<file path="src/shared/icc_pkg.sv">
// constants and types shared by the input capture control block
// assumes a 32-bit apb register side and 16-bit on-chip timers
package icc_pkg;

    ////////////////////////////////////////////////////////////////////////////////
    // register byte offsets
    localparam logic [7:0] ICC_OFF_CTRL = 8'h00;
    localparam logic [7:0] ICC_OFF_DATA = 8'h04;
    localparam logic [7:0] ICC_OFF_STAT = 8'h08;
    localparam logic [7:0] ICC_OFF_CLR = 8'h0C;
    localparam logic [7:0] ICC_OFF_IEN = 8'h10;

    ////////////////////////////////////////////////////////////////////////////////
    // capture_control field positions
    localparam int ICC_ON_BIT = 15;
    localparam int ICC_IDLE_STOP_BIT = 13;
    localparam int ICC_FIRST_EDGE_SELECT_BIT = 9;
    localparam int ICC_WIDE_BIT = 8;
    localparam int ICC_TMR_BIT = 7;
    localparam int ICC_EPI_HI = 6;
    localparam int ICC_EPI_LO = 5;
    localparam int ICC_OVF_BIT = 4;
    localparam int ICC_BNE_BIT = 3;
    localparam int ICC_MODE_HI = 2;
    localparam int ICC_MODE_LO = 0;

    localparam logic [31:0] ICC_CTRL_RESET = 32'h0000_0000;
    // bits software may store at all, and the subset frozen while enabled
    localparam logic [31:0] ICC_CTRL_WMASK = 32'h0000_A3E7;
    localparam logic [31:0] ICC_CTRL_LOCK = 32'h0000_03E7;

    ////////////////////////////////////////////////////////////////////////////////
    // interrupt status, clear and enable layout
    localparam int ICC_IRQ_W = 2;
    localparam int ICC_IRQ_CAP = 0;
    localparam int ICC_IRQ_OVF = 1;
    localparam logic [ICC_IRQ_W-1:0] ICC_IRQ_RESET = 2'h0;

    ////////////////////////////////////////////////////////////////////////////////
    // capture buffer and counters
    localparam int ICC_DEPTH = 4;
    localparam int ICC_PTR_W = 2;
    localparam int ICC_CNT_W = 3;
    localparam int ICC_PRE_W = 4;
    localparam logic [ICC_PRE_W-1:0] ICC_PRE4_LAST = 4'h3;
    localparam logic [ICC_PRE_W-1:0] ICC_PRE16_LAST = 4'hF;
    localparam logic [1:0] ICC_EPI_RESET = 2'h0;

    typedef enum logic [2:0] {
        ICC_M_OFF = 3'b000,
        ICC_M_EVERY = 3'b001,
        ICC_M_FALL = 3'b010,
        ICC_M_RISE = 3'b011,
        ICC_M_RISE4 = 3'b100,
        ICC_M_RISE16 = 3'b101,
        ICC_M_FIRST = 3'b110,
        ICC_M_RISE_ALT = 3'b111
    } icc_mode_t;

    typedef enum logic {
        ICC_S_WAIT_FIRST = 1'b0,
        ICC_S_ALL = 1'b1
    } icc_edge_state_t;

endpackage

</file>
<file path="src/shared/icc_cap_if.sv">
// signals between the control top, its edge qualifier and its capture buffer
// assumes one clock shared by all three modules
`timescale 1ns/1ps
interface icc_cap_if;
    import icc_pkg::*;
    logic pin;
    icc_mode_t mode;
    logic first_rise;
    logic run;
    logic clr;
    logic hit;
    logic push;
    logic [31:0] push_data;
    logic pop;
    logic [31:0] head;
    logic full;
    logic not_empty;

    modport ctl (output pin, mode, first_rise, run, clr, push, push_data, pop,
                 input hit, head, full, not_empty);
    modport edge_q (input pin, mode, first_rise, run, clr, output hit);
    modport buf_q (input clr, push, push_data, pop, output head, full, not_empty);
endinterface

</file>
<file path="src/hdl/icc_top.sv">
// input capture control top: apb registers, source select, event counting
// assumes pin and timer inputs synchronous to CLK_I, apb master on CLK_I
//
// The address map and the APB interface to the registers were decided locally.
`timescale 1ns/1ps
module icc_top
    import icc_pkg::*;
(
    input wire logic CLK_I,
    input wire logic RST_I,
    input wire logic PSEL_I,
    input wire logic PENABLE_I,
    input wire logic PWRITE_I,
    input wire logic [7:0] PADDR_I,
    input wire logic [31:0] PWDATA_I,
    output logic [31:0] PRDATA_O,
    output logic PREADY_O,
    output logic PSLVERR_O,
    input wire logic CAP_PIN_I,
    input wire logic IDLE_I,
    input wire logic [15:0] SECOND_TIMER_I,
    input wire logic [15:0] THIRD_TIMER_I,
    output logic IRQ_O
);

    ////////////////////////////////////////////////////////////////////////////////
    // declarations

    icc_cap_if cap ();

    logic [31:0] ctrl_q;
    logic [31:0] ctrl_d;
    logic overflow_q;
    logic [1:0] epi_cnt_q;
    logic [ICC_IRQ_W-1:0] stat_q;
    logic [ICC_IRQ_W-1:0] stat_set;
    logic [ICC_IRQ_W-1:0] stat_clr;
    logic [ICC_IRQ_W-1:0] ien_q;
    logic [31:0] rdata_q;

    logic enable;
    logic idle_stop;
    logic first_edge_select;
    logic wide_capture_select;
    logic source_timer_select;
    logic [1:0] events_per_irq;
    icc_mode_t capture_mode_field;

    logic setup;
    logic access;
    logic wr_en;
    logic rd_en;
    logic sel_ctrl;
    logic sel_data;
    logic sel_stat;
    logic sel_clr;
    logic sel_ien;
    logic addr_hit;
    logic [31:0] ctrl_view;
    logic [31:0] rd_mux;
    logic [31:0] wmask;

    logic run;
    logic [31:0] timer_value;
    logic [15:0] narrow_value;
    logic capture;
    logic overflow_event;
    logic irq_event;
    logic epi_wrap;

    ////////////////////////////////////////////////////////////////////////////////
    // helpers

    // one-hot style address compare used by every select line
    function automatic logic icc_addr_is(input logic [7:0] addr, input logic [7:0] off);
        return addr == off;
    endfunction

    // zero-extend a 16-bit timer word into the 32-bit buffer entry
    function automatic logic [31:0] icc_widen(input logic [15:0] value);
        return {16'h0000, value};
    endfunction

    ////////////////////////////////////////////////////////////////////////////////
    // control field decode

    assign enable = ctrl_q[ICC_ON_BIT];
    assign idle_stop = ctrl_q[ICC_IDLE_STOP_BIT];
    assign first_edge_select = ctrl_q[ICC_FIRST_EDGE_SELECT_BIT];
    assign wide_capture_select = ctrl_q[ICC_WIDE_BIT];
    assign source_timer_select = ctrl_q[ICC_TMR_BIT];
    assign events_per_irq = ctrl_q[ICC_EPI_HI:ICC_EPI_LO];
    assign capture_mode_field = icc_mode_t'(ctrl_q[ICC_MODE_HI:ICC_MODE_LO]);

    // halted while idle only when idle_stop asks for it
    assign run = enable & ~(IDLE_I & idle_stop);

    ////////////////////////////////////////////////////////////////////////////////
    // apb decode

    assign setup = PSEL_I & ~PENABLE_I;
    assign access = PSEL_I & PENABLE_I;
    assign wr_en = access & PWRITE_I;
    assign rd_en = access & ~PWRITE_I;

    assign sel_ctrl = icc_addr_is(PADDR_I, ICC_OFF_CTRL);
    assign sel_data = icc_addr_is(PADDR_I, ICC_OFF_DATA);
    assign sel_stat = icc_addr_is(PADDR_I, ICC_OFF_STAT);
    assign sel_clr = icc_addr_is(PADDR_I, ICC_OFF_CLR);
    assign sel_ien = icc_addr_is(PADDR_I, ICC_OFF_IEN);
    assign addr_hit = sel_ctrl | sel_data | sel_stat | sel_clr | sel_ien;

    // zero wait states; unmapped addresses answer with an error
    assign PREADY_O = 1'b1;
    assign PSLVERR_O = access & ~addr_hit;

    ////////////////////////////////////////////////////////////////////////////////
    // capture_control write path

    // mode fields are frozen while the channel is enabled
    assign wmask = enable ? (ICC_CTRL_WMASK & ~ICC_CTRL_LOCK) : ICC_CTRL_WMASK;

    always_comb begin
        ctrl_d = ctrl_q;
        if (wr_en & sel_ctrl) begin
            ctrl_d = (ctrl_q & ~wmask) | (PWDATA_I & wmask);
        end
    end

    ////////////////////////////////////////////////////////////////////////////////
    // capture_control read view

    always_comb begin
        ctrl_view = ctrl_q & ICC_CTRL_WMASK;
        ctrl_view[ICC_OVF_BIT] = overflow_q;
        ctrl_view[ICC_BNE_BIT] = cap.not_empty;
    end

    always_comb begin
        rd_mux = 32'h0000_0000;
        if (sel_ctrl) begin
            rd_mux = ctrl_view;
        end else if (sel_data) begin
            rd_mux = cap.head;
        end else if (sel_stat) begin
            rd_mux = {{(32 - ICC_IRQ_W) {1'b0}}, stat_q};
        end else if (sel_ien) begin
            rd_mux = {{(32 - ICC_IRQ_W) {1'b0}}, ien_q};
        end
    end

    assign PRDATA_O = rdata_q;

    ////////////////////////////////////////////////////////////////////////////////
    // timer source selection

    assign narrow_value = source_timer_select ? SECOND_TIMER_I : THIRD_TIMER_I;
    // wide capture pairs the timers, third timer in the upper half
    assign timer_value = wide_capture_select ? {THIRD_TIMER_I, SECOND_TIMER_I}
                                             : icc_widen(narrow_value);

    ////////////////////////////////////////////////////////////////////////////////
    // edge qualifier and capture buffer

    assign cap.pin = CAP_PIN_I;
    assign cap.mode = capture_mode_field;
    assign cap.first_rise = first_edge_select;
    assign cap.run = run;
    assign cap.clr = ~enable;

    assign capture = cap.hit;
    assign cap.push = capture;
    assign cap.push_data = timer_value;
    // a completed read of the data word retires the head entry
    assign cap.pop = rd_en & sel_data;

    icc_edge u_edge (
        .clk_i(CLK_I),
        .rst_i(RST_I),
        .cap(cap.edge_q)
    );

    icc_fifo u_fifo (
        .clk_i(CLK_I),
        .rst_i(RST_I),
        .cap(cap.buf_q)
    );

    ////////////////////////////////////////////////////////////////////////////////
    // overflow and events-per-interrupt counting

    assign overflow_event = capture & cap.full;
    assign epi_wrap = (epi_cnt_q == events_per_irq);
    assign irq_event = capture & epi_wrap;

    always_ff @(posedge CLK_I or posedge RST_I) begin
        if (RST_I) begin
            overflow_q <= 1'b0;
        end else if (~enable) begin
            overflow_q <= 1'b0;
        end else if (overflow_event) begin
            overflow_q <= 1'b1;
        end
    end

    always_ff @(posedge CLK_I or posedge RST_I) begin
        if (RST_I) begin
            epi_cnt_q <= ICC_EPI_RESET;
        end else if (~enable) begin
            epi_cnt_q <= ICC_EPI_RESET;
        end else if (capture) begin
            epi_cnt_q <= epi_wrap ? ICC_EPI_RESET : epi_cnt_q + 1'b1;
        end
    end

    ////////////////////////////////////////////////////////////////////////////////
    // interrupt status, clear and enable

    always_comb begin
        stat_set = ICC_IRQ_RESET;
        stat_set[ICC_IRQ_CAP] = irq_event;
        stat_set[ICC_IRQ_OVF] = overflow_event;
    end

    assign stat_clr = (wr_en & sel_clr) ? PWDATA_I[ICC_IRQ_W-1:0] : ICC_IRQ_RESET;

    // a new event in the clear cycle survives the clear
    always_ff @(posedge CLK_I or posedge RST_I) begin
        if (RST_I) begin
            stat_q <= ICC_IRQ_RESET;
        end else begin
            stat_q <= (stat_q & ~stat_clr) | stat_set;
        end
    end

    always_ff @(posedge CLK_I or posedge RST_I) begin
        if (RST_I) begin
            ien_q <= ICC_IRQ_RESET;
        end else if (wr_en & sel_ien) begin
            ien_q <= PWDATA_I[ICC_IRQ_W-1:0];
        end
    end

    // disabled channel raises no interrupt
    assign IRQ_O = enable & |(stat_q & ien_q);

    ////////////////////////////////////////////////////////////////////////////////
    // register state

    always_ff @(posedge CLK_I or posedge RST_I) begin
        if (RST_I) begin
            ctrl_q <= ICC_CTRL_RESET;
        end else begin
            ctrl_q <= ctrl_d;
        end
    end

    // read data is sampled in the setup cycle and held through the access
    always_ff @(posedge CLK_I or posedge RST_I) begin
        if (RST_I) begin
            rdata_q <= 32'h0000_0000;
        end else if (setup & ~PWRITE_I) begin
            rdata_q <= rd_mux;
        end
    end

endmodule

</file>
<file path="src/hdl/icc_edge.sv">
// edge qualifier: turns pin transitions into capture hits per mode
// assumes the pin is already synchronous to the clock
`timescale 1ns/1ps
module icc_edge
    import icc_pkg::*;
(
    input wire logic clk_i,
    input wire logic rst_i,
    icc_cap_if.edge_q cap
);
    logic pin_q;
    logic [ICC_PRE_W-1:0] pre_q;
    logic [ICC_PRE_W-1:0] pre_d;
    icc_edge_state_t st_q;
    icc_edge_state_t st_d;
    logic rise;
    logic fall;
    logic pre_wrap;
    logic hit_raw;

    assign rise = cap.pin & ~pin_q;
    assign fall = ~cap.pin & pin_q;
    assign pre_wrap = (cap.mode == ICC_M_RISE4) ? (pre_q == ICC_PRE4_LAST)
                                                : (pre_q == ICC_PRE16_LAST);

    always_comb begin
        hit_raw = 1'b0;
        pre_d = pre_q;
        st_d = st_q;
        unique case (cap.mode)
            ICC_M_OFF: hit_raw = 1'b0;
            ICC_M_EVERY: hit_raw = rise | fall;
            ICC_M_FALL: hit_raw = fall;
            ICC_M_RISE, ICC_M_RISE_ALT: hit_raw = rise;
            ICC_M_RISE4, ICC_M_RISE16: begin
                if (rise) begin
                    hit_raw = pre_wrap;
                    pre_d = pre_wrap ? '0 : pre_q + 1'b1;
                end
            end
            ICC_M_FIRST: begin
                unique case (st_q)
                    ICC_S_WAIT_FIRST: begin
                        hit_raw = cap.first_rise ? rise : fall;
                        if (hit_raw) begin
                            st_d = ICC_S_ALL;
                        end
                    end
                    ICC_S_ALL: hit_raw = rise | fall;
                endcase
            end
        endcase
    end

    assign cap.hit = hit_raw & cap.run & ~cap.clr;

    always_ff @(posedge clk_i or posedge rst_i) begin
        if (rst_i) begin
            pin_q <= 1'b0;
            pre_q <= '0;
            st_q <= ICC_S_WAIT_FIRST;
        end else begin
            pin_q <= cap.pin;
            if (cap.clr) begin
                pre_q <= '0;
                st_q <= ICC_S_WAIT_FIRST;
            end else if (cap.run) begin
                pre_q <= pre_d;
                st_q <= st_d;
            end
        end
    end
endmodule

</file>
<file path="src/hdl/icc_fifo.sv">
// capture buffer: a few words of flip-flops, read at the head
// drops a push itself when full is high, so the writer need not gate it
`timescale 1ns/1ps
module icc_fifo
    import icc_pkg::*;
(
    input wire logic clk_i,
    input wire logic rst_i,
    icc_cap_if.buf_q cap
);
    logic [31:0] mem_q [ICC_DEPTH];
    logic [ICC_PTR_W-1:0] wr_q;
    logic [ICC_PTR_W-1:0] rd_q;
    logic [ICC_CNT_W-1:0] cnt_q;
    logic do_push;
    logic do_pop;

    assign cap.full = (cnt_q == ICC_CNT_W'(ICC_DEPTH));
    assign cap.not_empty = (cnt_q != '0);
    assign do_push = cap.push & ~cap.full;
    assign do_pop = cap.pop & cap.not_empty;
    assign cap.head = cap.not_empty ? mem_q[rd_q] : 32'h0000_0000;

    always_ff @(posedge clk_i or posedge rst_i) begin
        if (rst_i) begin
            wr_q <= '0;
            rd_q <= '0;
            cnt_q <= '0;
        end else if (cap.clr) begin
            wr_q <= '0;
            rd_q <= '0;
            cnt_q <= '0;
        end else begin
            if (do_push) begin
                wr_q <= wr_q + 1'b1;
            end
            if (do_pop) begin
                rd_q <= rd_q + 1'b1;
            end
            if (do_push & ~do_pop) begin
                cnt_q <= cnt_q + 1'b1;
            end else if (do_pop & ~do_push) begin
                cnt_q <= cnt_q - 1'b1;
            end
        end
    end

    always_ff @(posedge clk_i) begin
        if (do_push) begin
            mem_q[wr_q] <= cap.push_data;
        end
    end
endmodule

</file>
<file path="config.mk">
export PLATFORM = sky130hd
export DESIGN_NAME = icc_top
export DESIGN_NICKNAME = d
export VERILOG_FILES = /design/src/shared/icc_pkg.sv /design/src/shared/icc_cap_if.sv /design/src/hdl/icc_top.sv /design/src/hdl/icc_edge.sv /design/src/hdl/icc_fifo.sv
export SDC_FILE = /design/constraint.sdc
export NUM_CORES = 1
export LEC_CHECK = 0
export ABC_AREA = 1
export BUFFER_PORTS_ARGS = -buffer_cell sky130_fd_sc_hd__buf_2
export CELL_PAD_IN_SITES_DETAIL_PLACEMENT = 1
export CELL_PAD_IN_SITES_GLOBAL_PLACEMENT = 2
export CORE_UTILIZATION = 38
export DETAILED_ROUTE_END_ITERATION = 6
export PLACE_DENSITY_LB_ADDON = 0.05
export SYNTH_ARGS = -nofsm -noshare
export SYNTH_HDL_FRONTEND = slang
export SYNTH_SLANG_ARGS = --single-unit
</file>
<file path="constraint.sdc">
create_clock -name CLK_I -period 4.02 [get_ports CLK_I]
set_input_delay 0.804 -clock CLK_I [delete_from_list [all_inputs] [get_ports CLK_I]]
set_output_delay 0.804 -clock CLK_I [all_outputs]
set_load 0.01 [all_outputs]
</file>
==> summary.txt, run 1 <==
Power and ir drop
  – Pleak: 0.00404 uW
  – Internal: 3460 uW
  – Pwr dens: 504 mW/mm^2
  – Switching Fraction: 28.2%
  – Pwr Total: 4810 uW
  – Psw: 1360 uW
  – Clk pwr share: 36.2%
  – Peak supply drop: 0.312 mV
  – Logic pwr share: 16.5%
  – Seq pwr share: 47.3%

Routing
  – DR iter-0 viols: 257
  – Final ANT Viol Nets: 0
  – Vias: 5724
  – Vias/cell: 5.16
  – DRC Markers: 0
  – First drt pass iteration count: 4
  – WL per Instance: 19.0 um
  – Final wirelength: 21.1 mm

Finish
  – Finished Cell Area: 0.00955 sq mm
  – Area of the multi-input gates: 0.00238 sq mm
  – Nets@finish: 909
  – Share of post-route cells with drive strength above 1: 21.5%
  – Register Area: 0.00540 sq mm
  – Area grow syn2layout: 16.6%
  – Filler cells: 2315

Run status
  – Status: complete, no violations

Clocking
  – Clock Latency Late Sink: 0.44 ns
  – Clk sink count: 190
  – Buffer type at the clock tree root: clkbuf_16
  – CTS buffer count: 17
  – # hold bufs at CTS: 0
  – Clock transition at path regs: 0.07 ns
  – CTS tree: built
  – H-tree depth: 4
  – Max clock buf depth: 2
  – PostCTS Resize Cnt: 0
  – # Post-CTS Setup Buffers: 0

STA
  – Slew Limit Fails: 0
  – Post-layout min period: 2.56 ns
  – RSZ-0062 raised after global routing: false
  – Setup TNS: 0 ns
  – Clk_skew: 0.0136 ns
  – Highest Clock Rate: 391 MHz
  – Tightest Pin Transition: 1.01 ns
  – Hold Fails Final Rpt: 0
  – Final hold slack: 0.441 ns
  – Finish-stage setup viols: 0
  – Normalized max-slew margin: 32.8%
  – Final period util: 63.6%
  – Setup WS post-layout: 1.46 ns

Yosys
  – Primary FF master, synth: edfxtp_1
  – Synth Area in Compound Gates: 11.2%
  – Post-synth cell types: 42
  – Register area share after synthesis: 65.9%
  – Mux share of post-synthesis cell area: 2.20%
  – Synth area leader: edfxtp_1
  – Gate Count Post-Synth: 734
  – Post-Synth Simple-Gate Area: 13.9%
  – Area share of the largest cell type after synthesis: 46.9%
  – Synth async-reset ratio: 32.6%
  – Post-synth EDFFs: 128
  – Area contributors post-synth: edfxtp_1 (47%), dfrtp_1 (19%), nand2_1 (7.4%)
  – Syn Nets: 821
  – Post-synthesis adder-cell area fraction: 1.31%
  – Avg Cell Area, Syn: 11.2 sq um
  – Mapped Area: 0.00819 sq mm
  – Largest family of logic cells by synthesized area: simple AND/OR/NAND/NOR gates
  – Post-Synth XOR/XNOR Area: 0.214%
  – Register bit count reported by yosys: 190
  – Syn. warnings: 0

Die
  – # IOs: 114
  – Die Ht: 149 um
  – Die span in x: 149 um
  – Initial Util: 38.9%
  – Core Area: 0.0211 sq mm
  – Row Count: 53
  – Die ar.: 0.0222 sq mm

Setup path
  – WP data arrival: 1.75 ns
  – Worst-path fanout max: 4
  – Critical path required time: 3.22 ns
  – Reg2reg end: u_fifo.cnt_q[2]$_DFFE_PP0P_
  – Cells on worst reg2reg path: 14
  – Crit. End Element: primary output
  – Type of origin of the critical path: primary input
  – Worst Path Class, Setup: in2out
  – Reg2Reg Setup Slack: 1.71 ns
  – Worst r2r src: u_edge.pin_q$_DFF_PP0_

Placement
  – Dpl ws: 1.10 ns
  – Port bufs: 90
  – Post-DP HPWL: 13.5 mm
  – Placed inst area: 0.00894 sq mm
  – Gpl congestion: 0.775

Global route
  – Initial antenna violation count: 1
  – Gr ovfl total: 0
  – GRT Total Usage: 20.5%
  – First-pass GRT wire length: 33.4 mm
  – Largest net degree at the start of global routing: 53
  – Vias in the first global route: 6132

Flow run
  – MaxCap Viol Count: 0

Hold path
  – Type of the most critical hold path: in2async
cell usage after synthesis, types with 13 or more instances:
| library cell | count |
|---|---|
| a21oi_1 | 38 |
| nand3_1 | 24 |
| nand2_1 | 162 |
| o21ai_0 | 63 |
| edfxtp_1 | 128 |
| a32o_1 | 20 |
| inv_1 | 65 |
| nor2_1 | 48 |
| mux2_2 | 16 |
| clkbuf_1 | 19 |
| dfrtp_1 | 62 |
| buf_2 | 13 |
worst max-delay path by stage:
stage | cells after the start | end | from | slack [ns]
2_1_floorplan | 9 | u_fifo.mem_q[0][0]$_DFFE_PP_ | CAP_PIN_I | 0.61
3_3_place_gp | 11 | u_fifo.mem_q[3][18]$_DFFE_PP_ | CAP_PIN_I | 1.20
3_5_place_dp | 16 | u_fifo.cnt_q[2]$_DFFE_PP0P_ | CAP_PIN_I | 1.10
4_1_cts | 6 | PSLVERR_O | PADDR_I[1] | 1.46
5_1_grt | 17 | u_fifo.cnt_q[2]$_DFFE_PP0P_ | CAP_PIN_I | 1.33
6_report | 6 | PSLVERR_O | PADDR_I[1] | 1.46
critical path, cell delays in order:
cell	delay, ns
buf_2	0.10
nor2_2	0.19
nand3_2	0.14
nor2_1	0.29
nor3_1	0.07
buf_2	0.15
power by group through the flow:
stage | Sequential [uW] | Clock, uW | Combinational [uW]
finish | 2280 | 1740 | 794
global route | 2290 | 1840 | 903
CTS | 2280 | 1780 | 812
detailed placement | 2320 | 0 | 803
global placement | 2310 | 0 | 750
floorplan | 2260 | 0 | 585
routing by layer:
layer  GRT usage [%]  vias up  part of all wire, %
met3            3.43       31                  2.9
li1                -     2713                    -
met2            35.2      101                   50
met1            26.1     2879                   45
met5               0        -                    0
met4            7.24        0                  1.7
state kept, by name, indices dropped and copies added, names as in the netlist, named ones only:
name,flops
u_fifo.mem_q,128
u_edge.pre_q,4
overflow_q,1
u_edge.st_q,1
u_fifo.cnt_q,3
u_edge.pin_q,1
PRDATA_O,32
epi_cnt_q,2
ien_q,2
u_fifo.rd_q,2
ctrl_q,2
u_fifo.wr_q,2
stat_q,2
layout by cell type, fill, tap and decap left out, types with 5 or more instances in the layout:
cell,count
o21ai_0,63
a2bb2oi_1,5
mux2_2,16
nand2_1,162
nand4_1,6
nor2_2,9
clkbuf_16,17
buf_2,90
buf_4,15
a32o_1,20
nand3_1,24
edfxtp_1,128
o22ai_1,12
inv_1,63
ha_1,7
nor2_1,44
a21oi_1,38
dfrtp_1,61
cells by family after synthesis:
group | count (synthesis)
multiplexers | 16
XOR/XNOR | 2
flip-flops | 190
AND/OR/NAND/NOR | 262
other | 1
AO/OA/AOI/OAI | 150
adder cells (fa/ha/maj) | 8
buffers and inverters | 105
area by class of cell:
type,count,area share (%)
inverter,69,2.74
multi-input combinational,439,24.9
sequential,190,56.5
antenna,1,0.0262
timing repair buffer,105,5.90
tap,275,3.60
clock inverter,11,1.62
clock buffer,20,4.68
metrics by stage:
stage / util (%) / std cells
floorplan: - / 734
global placement: 42.4 / 1078
detailed placement: 42.4 / 1078
CTS: 45.3 / 1109
global route: 45.3 / 1109
finish: 45.3 / 1110
Power figures use the tool's default switching activity.
==> run 2: changes to the inputs <==
--- a/config.mk
+++ b/config.mk
@@ -5,11 +5,11 @@
 export SDC_FILE = /design/constraint.sdc
 export NUM_CORES = 1
 export LEC_CHECK = 0
-export ABC_AREA = 1
+export ABC_AREA = 0
 export BUFFER_PORTS_ARGS = -buffer_cell sky130_fd_sc_hd__buf_2
 export CELL_PAD_IN_SITES_DETAIL_PLACEMENT = 1
 export CELL_PAD_IN_SITES_GLOBAL_PLACEMENT = 2
-export CORE_UTILIZATION = 38
+export CORE_UTILIZATION = 41
 export DETAILED_ROUTE_END_ITERATION = 6
 export PLACE_DENSITY_LB_ADDON = 0.05
 export SYNTH_ARGS = -nofsm -noshare
==> constraint.sdc (replaced) <==
create_clock -name CLK_I -period 2.5 [get_ports CLK_I]
set_input_delay 0.5 -clock CLK_I [delete_from_list [all_inputs] [get_ports CLK_I]]
set_output_delay 0.5 -clock CLK_I [all_outputs]
set_load 0.01 [all_outputs]
==> summary.txt, run 2 <==
Yosys
  – Post-Synth Simple-Gate Area: 9.61% (-4.3 points)
  – Mapped Area: 0.00805 sq mm (-1.8%)
  – Primary FF master, synth: edfxtp_1
  – Most instantiated library cell after synthesis: edfxtp_1
  – Register area share after synthesis: 67.0% (+1.2 points)
  – Area contributors post-synth: edfxtp_1 (48%), dfrtp_1 (19%), mux4_2 (9.0%)
  – Synth async-reset ratio: 32.6% (unchanged)
  – Post-synth cell types: 54 (+29%)
  – Syn. warnings: 0 (unchanged)
  – Area share of the largest cell type after synthesis: 47.8% (+0.84 points)
  – Largest family of logic cells by synthesized area: multiplexers
  – Post-synthesis adder-cell area fraction: 1.34% (+0.023 points)
  – Avg Cell Area, Syn: 15.2 sq um (+36%)
  – Syn Nets: 616 (-25%)
  – Post-synth EDFFs: 128 (unchanged)
  – Post-Synth XOR/XNOR Area: 0.653% (+0.44 points)
  – Synth area leader: edfxtp_1
  – Mux share of post-synthesis cell area: 13.7% (+12 points)
  – Synth cell count leaders: edfxtp_1 (128), nand2_1 (69), dfrtp_1 (62), o21ai_0 (34), mux4_2 (32)
  – Gate Count Post-Synth: 529 (-28%)
  – Synth Area in Compound Gates: 5.52% (-5.7 points)
  – Register bit count reported by yosys: 190 (unchanged)

Clocking
  – CTS buffer count: 17 (unchanged)
  – Max clock buf depth: 2 (unchanged)
  – Clock Latency Late Sink: 0.45 ns (about the same)
  – Clock transition at path regs: 0.07 ns (about the same)
  – H-tree depth: 4 (unchanged)
  – Buffer type at the clock tree root: clkbuf_16
  – CTS tree: built
  – Clk sink count: 190 (unchanged)

Die
  – Die span in x: 142 um (-4.5%)
  – Die Ht: 142 um (-4.5%)
  – Die ar.: 0.0202 sq mm (-8.8%)
  – Core Area: 0.0190 sq mm (-10%)
  – Row Count: 50 (-5.7%)
  – # IOs: 114 (unchanged)
  – Initial Util: 42.5% (+3.6 points)

Placement
  – Post-DP HPWL: 12.4 mm (-8.2%)
  – Gpl congestion: 0.762 (-1.7%)
  – Port bufs: 90 (unchanged)

Global route
  – Initial antenna violation count: 0 (-1)
  – Gr ovfl total: 0 (unchanged)
  – Largest net degree at the start of global routing: 65 (+23%)
  – GRT Total Usage: 20.4% (-0.095 points)
  – First-pass GRT wire length: 30.0 mm (-10%)
  – Vias in the first global route: 5301 (-14%)

Hold path
  – Type of the most critical hold path: in2async

Routing
  – Vias/cell: 5.24 (+1.7%)
  – DR iter-0 viols: 249 (-3.1%)
  – Final ANT Viol Nets: 0 (unchanged)
  – WL per Instance: 20.7 um (+8.6%)
  – Vias: 4807 (-16%)
  – Final wirelength: 18.9 mm (-10%)
  – First drt pass iteration count: 4 (unchanged)
  – DRC Markers: 0 (unchanged)

Finish
  – Max reg flops: 128 (unchanged)
  – Share of post-route cells with drive strength above 1: 36.8% (+15 points)
  – Most frequent cells in the layout: edfxtp_1 (128), buf_2 (90), nand2_1 (69), dfrtp_1 (60), o21ai_0 (33)
  – Nets@finish: 731 (-20%)
  – Top reg by flops: u_fifo.mem_q
  – Area grow syn2layout: 20.4%
  – Most common cell after layout, fill and taps aside: edfxtp_1
  – Antenna cells: 0 (-1)

Setup path
  – Worst Path Class, Setup: reg2reg
  – Crit. End Element: flip-flop
  – WP data arrival: 2.79 ns (+1.04 ns)
  – Slowest library cell on the worst path: o311ai_0
  – Worst-path fanout max: 5 (+1)
  – Type of origin of the critical path: flip-flop
  – Critical path required time: 2.81 ns (-0.41 ns)
  – Critical Path Max Stage Delay: 0.52 ns (+0.23 ns)
  – Crit path cell chain: buf_4, o311ai_0, nor2_1, and3_4, fa_2, inv_2, and4_4, o21ai_1, nor3b_2

STA
  – Highest Clock Rate: 403 MHz
  – RSZ-0062 raised after global routing: true
  – Final period util: 99.3%
  – Slew Limit Fails: 0 (unchanged)
  – Hold Fails Final Rpt: 0 (unchanged)
  – Normalized max-slew margin: 58.4% (+26 points)
  – Finish-stage setup viols: 0 (unchanged)
  – Clk_skew: 0.0139 ns (+0.000291 ns)
  – Tightest Pin Transition: 0.625 ns (-0.384 ns)
  – Setup TNS: 0 ns (unchanged)
  – Final hold slack: 0.128 ns (-0.313 ns)
  – Post-layout min period: 2.48 ns

Power and ir drop
  – Pwr Total: 6230 uW (+30%)
  – Peak supply drop: 0.400 mV (+28%)
  – Pleak: 0.00384 uW (-5.1%)
  – Pwr dens: 643 mW/mm^2 (+28%)

Run status
  – Status: complete, no violations

Flow run
  – MaxCap Viol Count: 0 (unchanged)
==> run 2: cell types whose count changed in the layout (fill, tap and decap cells not counted), sizes merged, moves of 10 or more <==
| cell | change |
|---|---|
| nand3 | -23 |
| mux2 | +14 |
| nand2 | -97 |
| and2 | +18 |
| buf | +19 |
| o21ai | -28 |
| a32o | -20 |
| nor2 | -38 |
| a21oi | -31 |
| o22ai | -10 |
| inv | -55 |
| mux4 | +32 |
==> run 2: where the power goes <==
group | total, uW | switching, uW | internal [uW]
Clock | 2700 | 1350 | 1350
Combinational | 179 | 107 | 71.6
Sequential | 3350 | 4.74 | 3350
==> run 2: logic make-up (layout without fill, tap and decap cells) <==
family / Yosys count / after routing
AO/OA/AOI/OAI: 71 / 71
XOR/XNOR: 6 / 6
adder cells (fa/ha/maj): 8 / 8
buffers and inverters: 40 / 168
flip-flops: 190 / 190
multiplexers: 66 / 66
other: 1 / 1
AND/OR/NAND/NOR: 147 / 147
==> run 2: what timing repair did <==
action / CTS / global route
resized for setup: 0 / 12
buffers inserted: 0 / 1
setup endpoints to repair: 0 / 1
hold buffers: 0 / 0
==> run 2: worst paths after layout <==
| path | start | end | slack [ns] | depth (start not counted) |
|---|---|---|---|---|
| setup / recovery | flip-flop | u_fifo.cnt_q[2]$_DFFE_PP0P_ | 0.02 | 9 |
| hold / removal | RST_I | PRDATA_O[26]$_DFFE_PP0P_ | 0.13 | 3 |
| setup reg to reg | flip-flop | u_fifo.cnt_q[2]$_DFFE_PP0P_ | 0.02 | 9 |
| hold reg to reg | PRDATA_O[11]$_DFFE_PP0P_ | PRDATA_O[11]$_DFFE_PP0P_ | 0.48 | 2 |
| max in group asynchronous | RST_I | u_fifo.rd_q[0]$_DFFE_PP0P_ | 2.05 | 3 |
| min in group CLK_I | CAP_PIN_I | u_edge.pin_q$_DFF_PP0_ | 0.20 | 1 |
==> run 2: per-layer routing <==
layer	GRT usage [%]	up-vias	routed length, um
met5	0	-	0
met4	7.02	0	288
met3	3.94	21	630
met2	34.0	95	9430
met1	26.7	2483	8590
li1	-	2208	-
==> run 2: final cells by class <==
| type | instances | area [sq um] |
|---|---|---|
| Clock buffer | 18 | 429 |
| Clock inverter | 14 | 171 |
| Fill cell | 1888 | 9270 |
| Inverter | 12 | 45.0 |
| Multi-Input combinational cell | 299 | 2530 |
| Sequential cell | 190 | 5400 |
| Tap cell | 260 | 325 |
| Timing Repair Buffer | 124 | 793 |
==> run 2: worst max-delay path: cells and delay by family (launching register included) <==
| family | cells | cell delay [ns] |
|---|---|---|
| buf+inv | 2 | 0.25 |
| simple gates | 4 | 0.70 |
| compound gates | 2 | 0.58 |
| fa+ha+maj | 1 | 0.34 |
| flops | 1 | 0.46 |
==> run 2: metrics by stage <==
step | instance area, sq um | setup WS, ns | util, % | std cells
after floorplan | 8050 | -0.104 | - | 529
after global placement | 9040 | -0.183 | 47.7 | 884
after detailed placement | 9040 | -0.234 | 47.7 | 884
after CTS | 9650 | 0.0121 | 50.9 | 916
after global routing | 9690 | -0.0729 | 51.1 | 917
final | 9690 | 0.0184 | 51.1 | 917
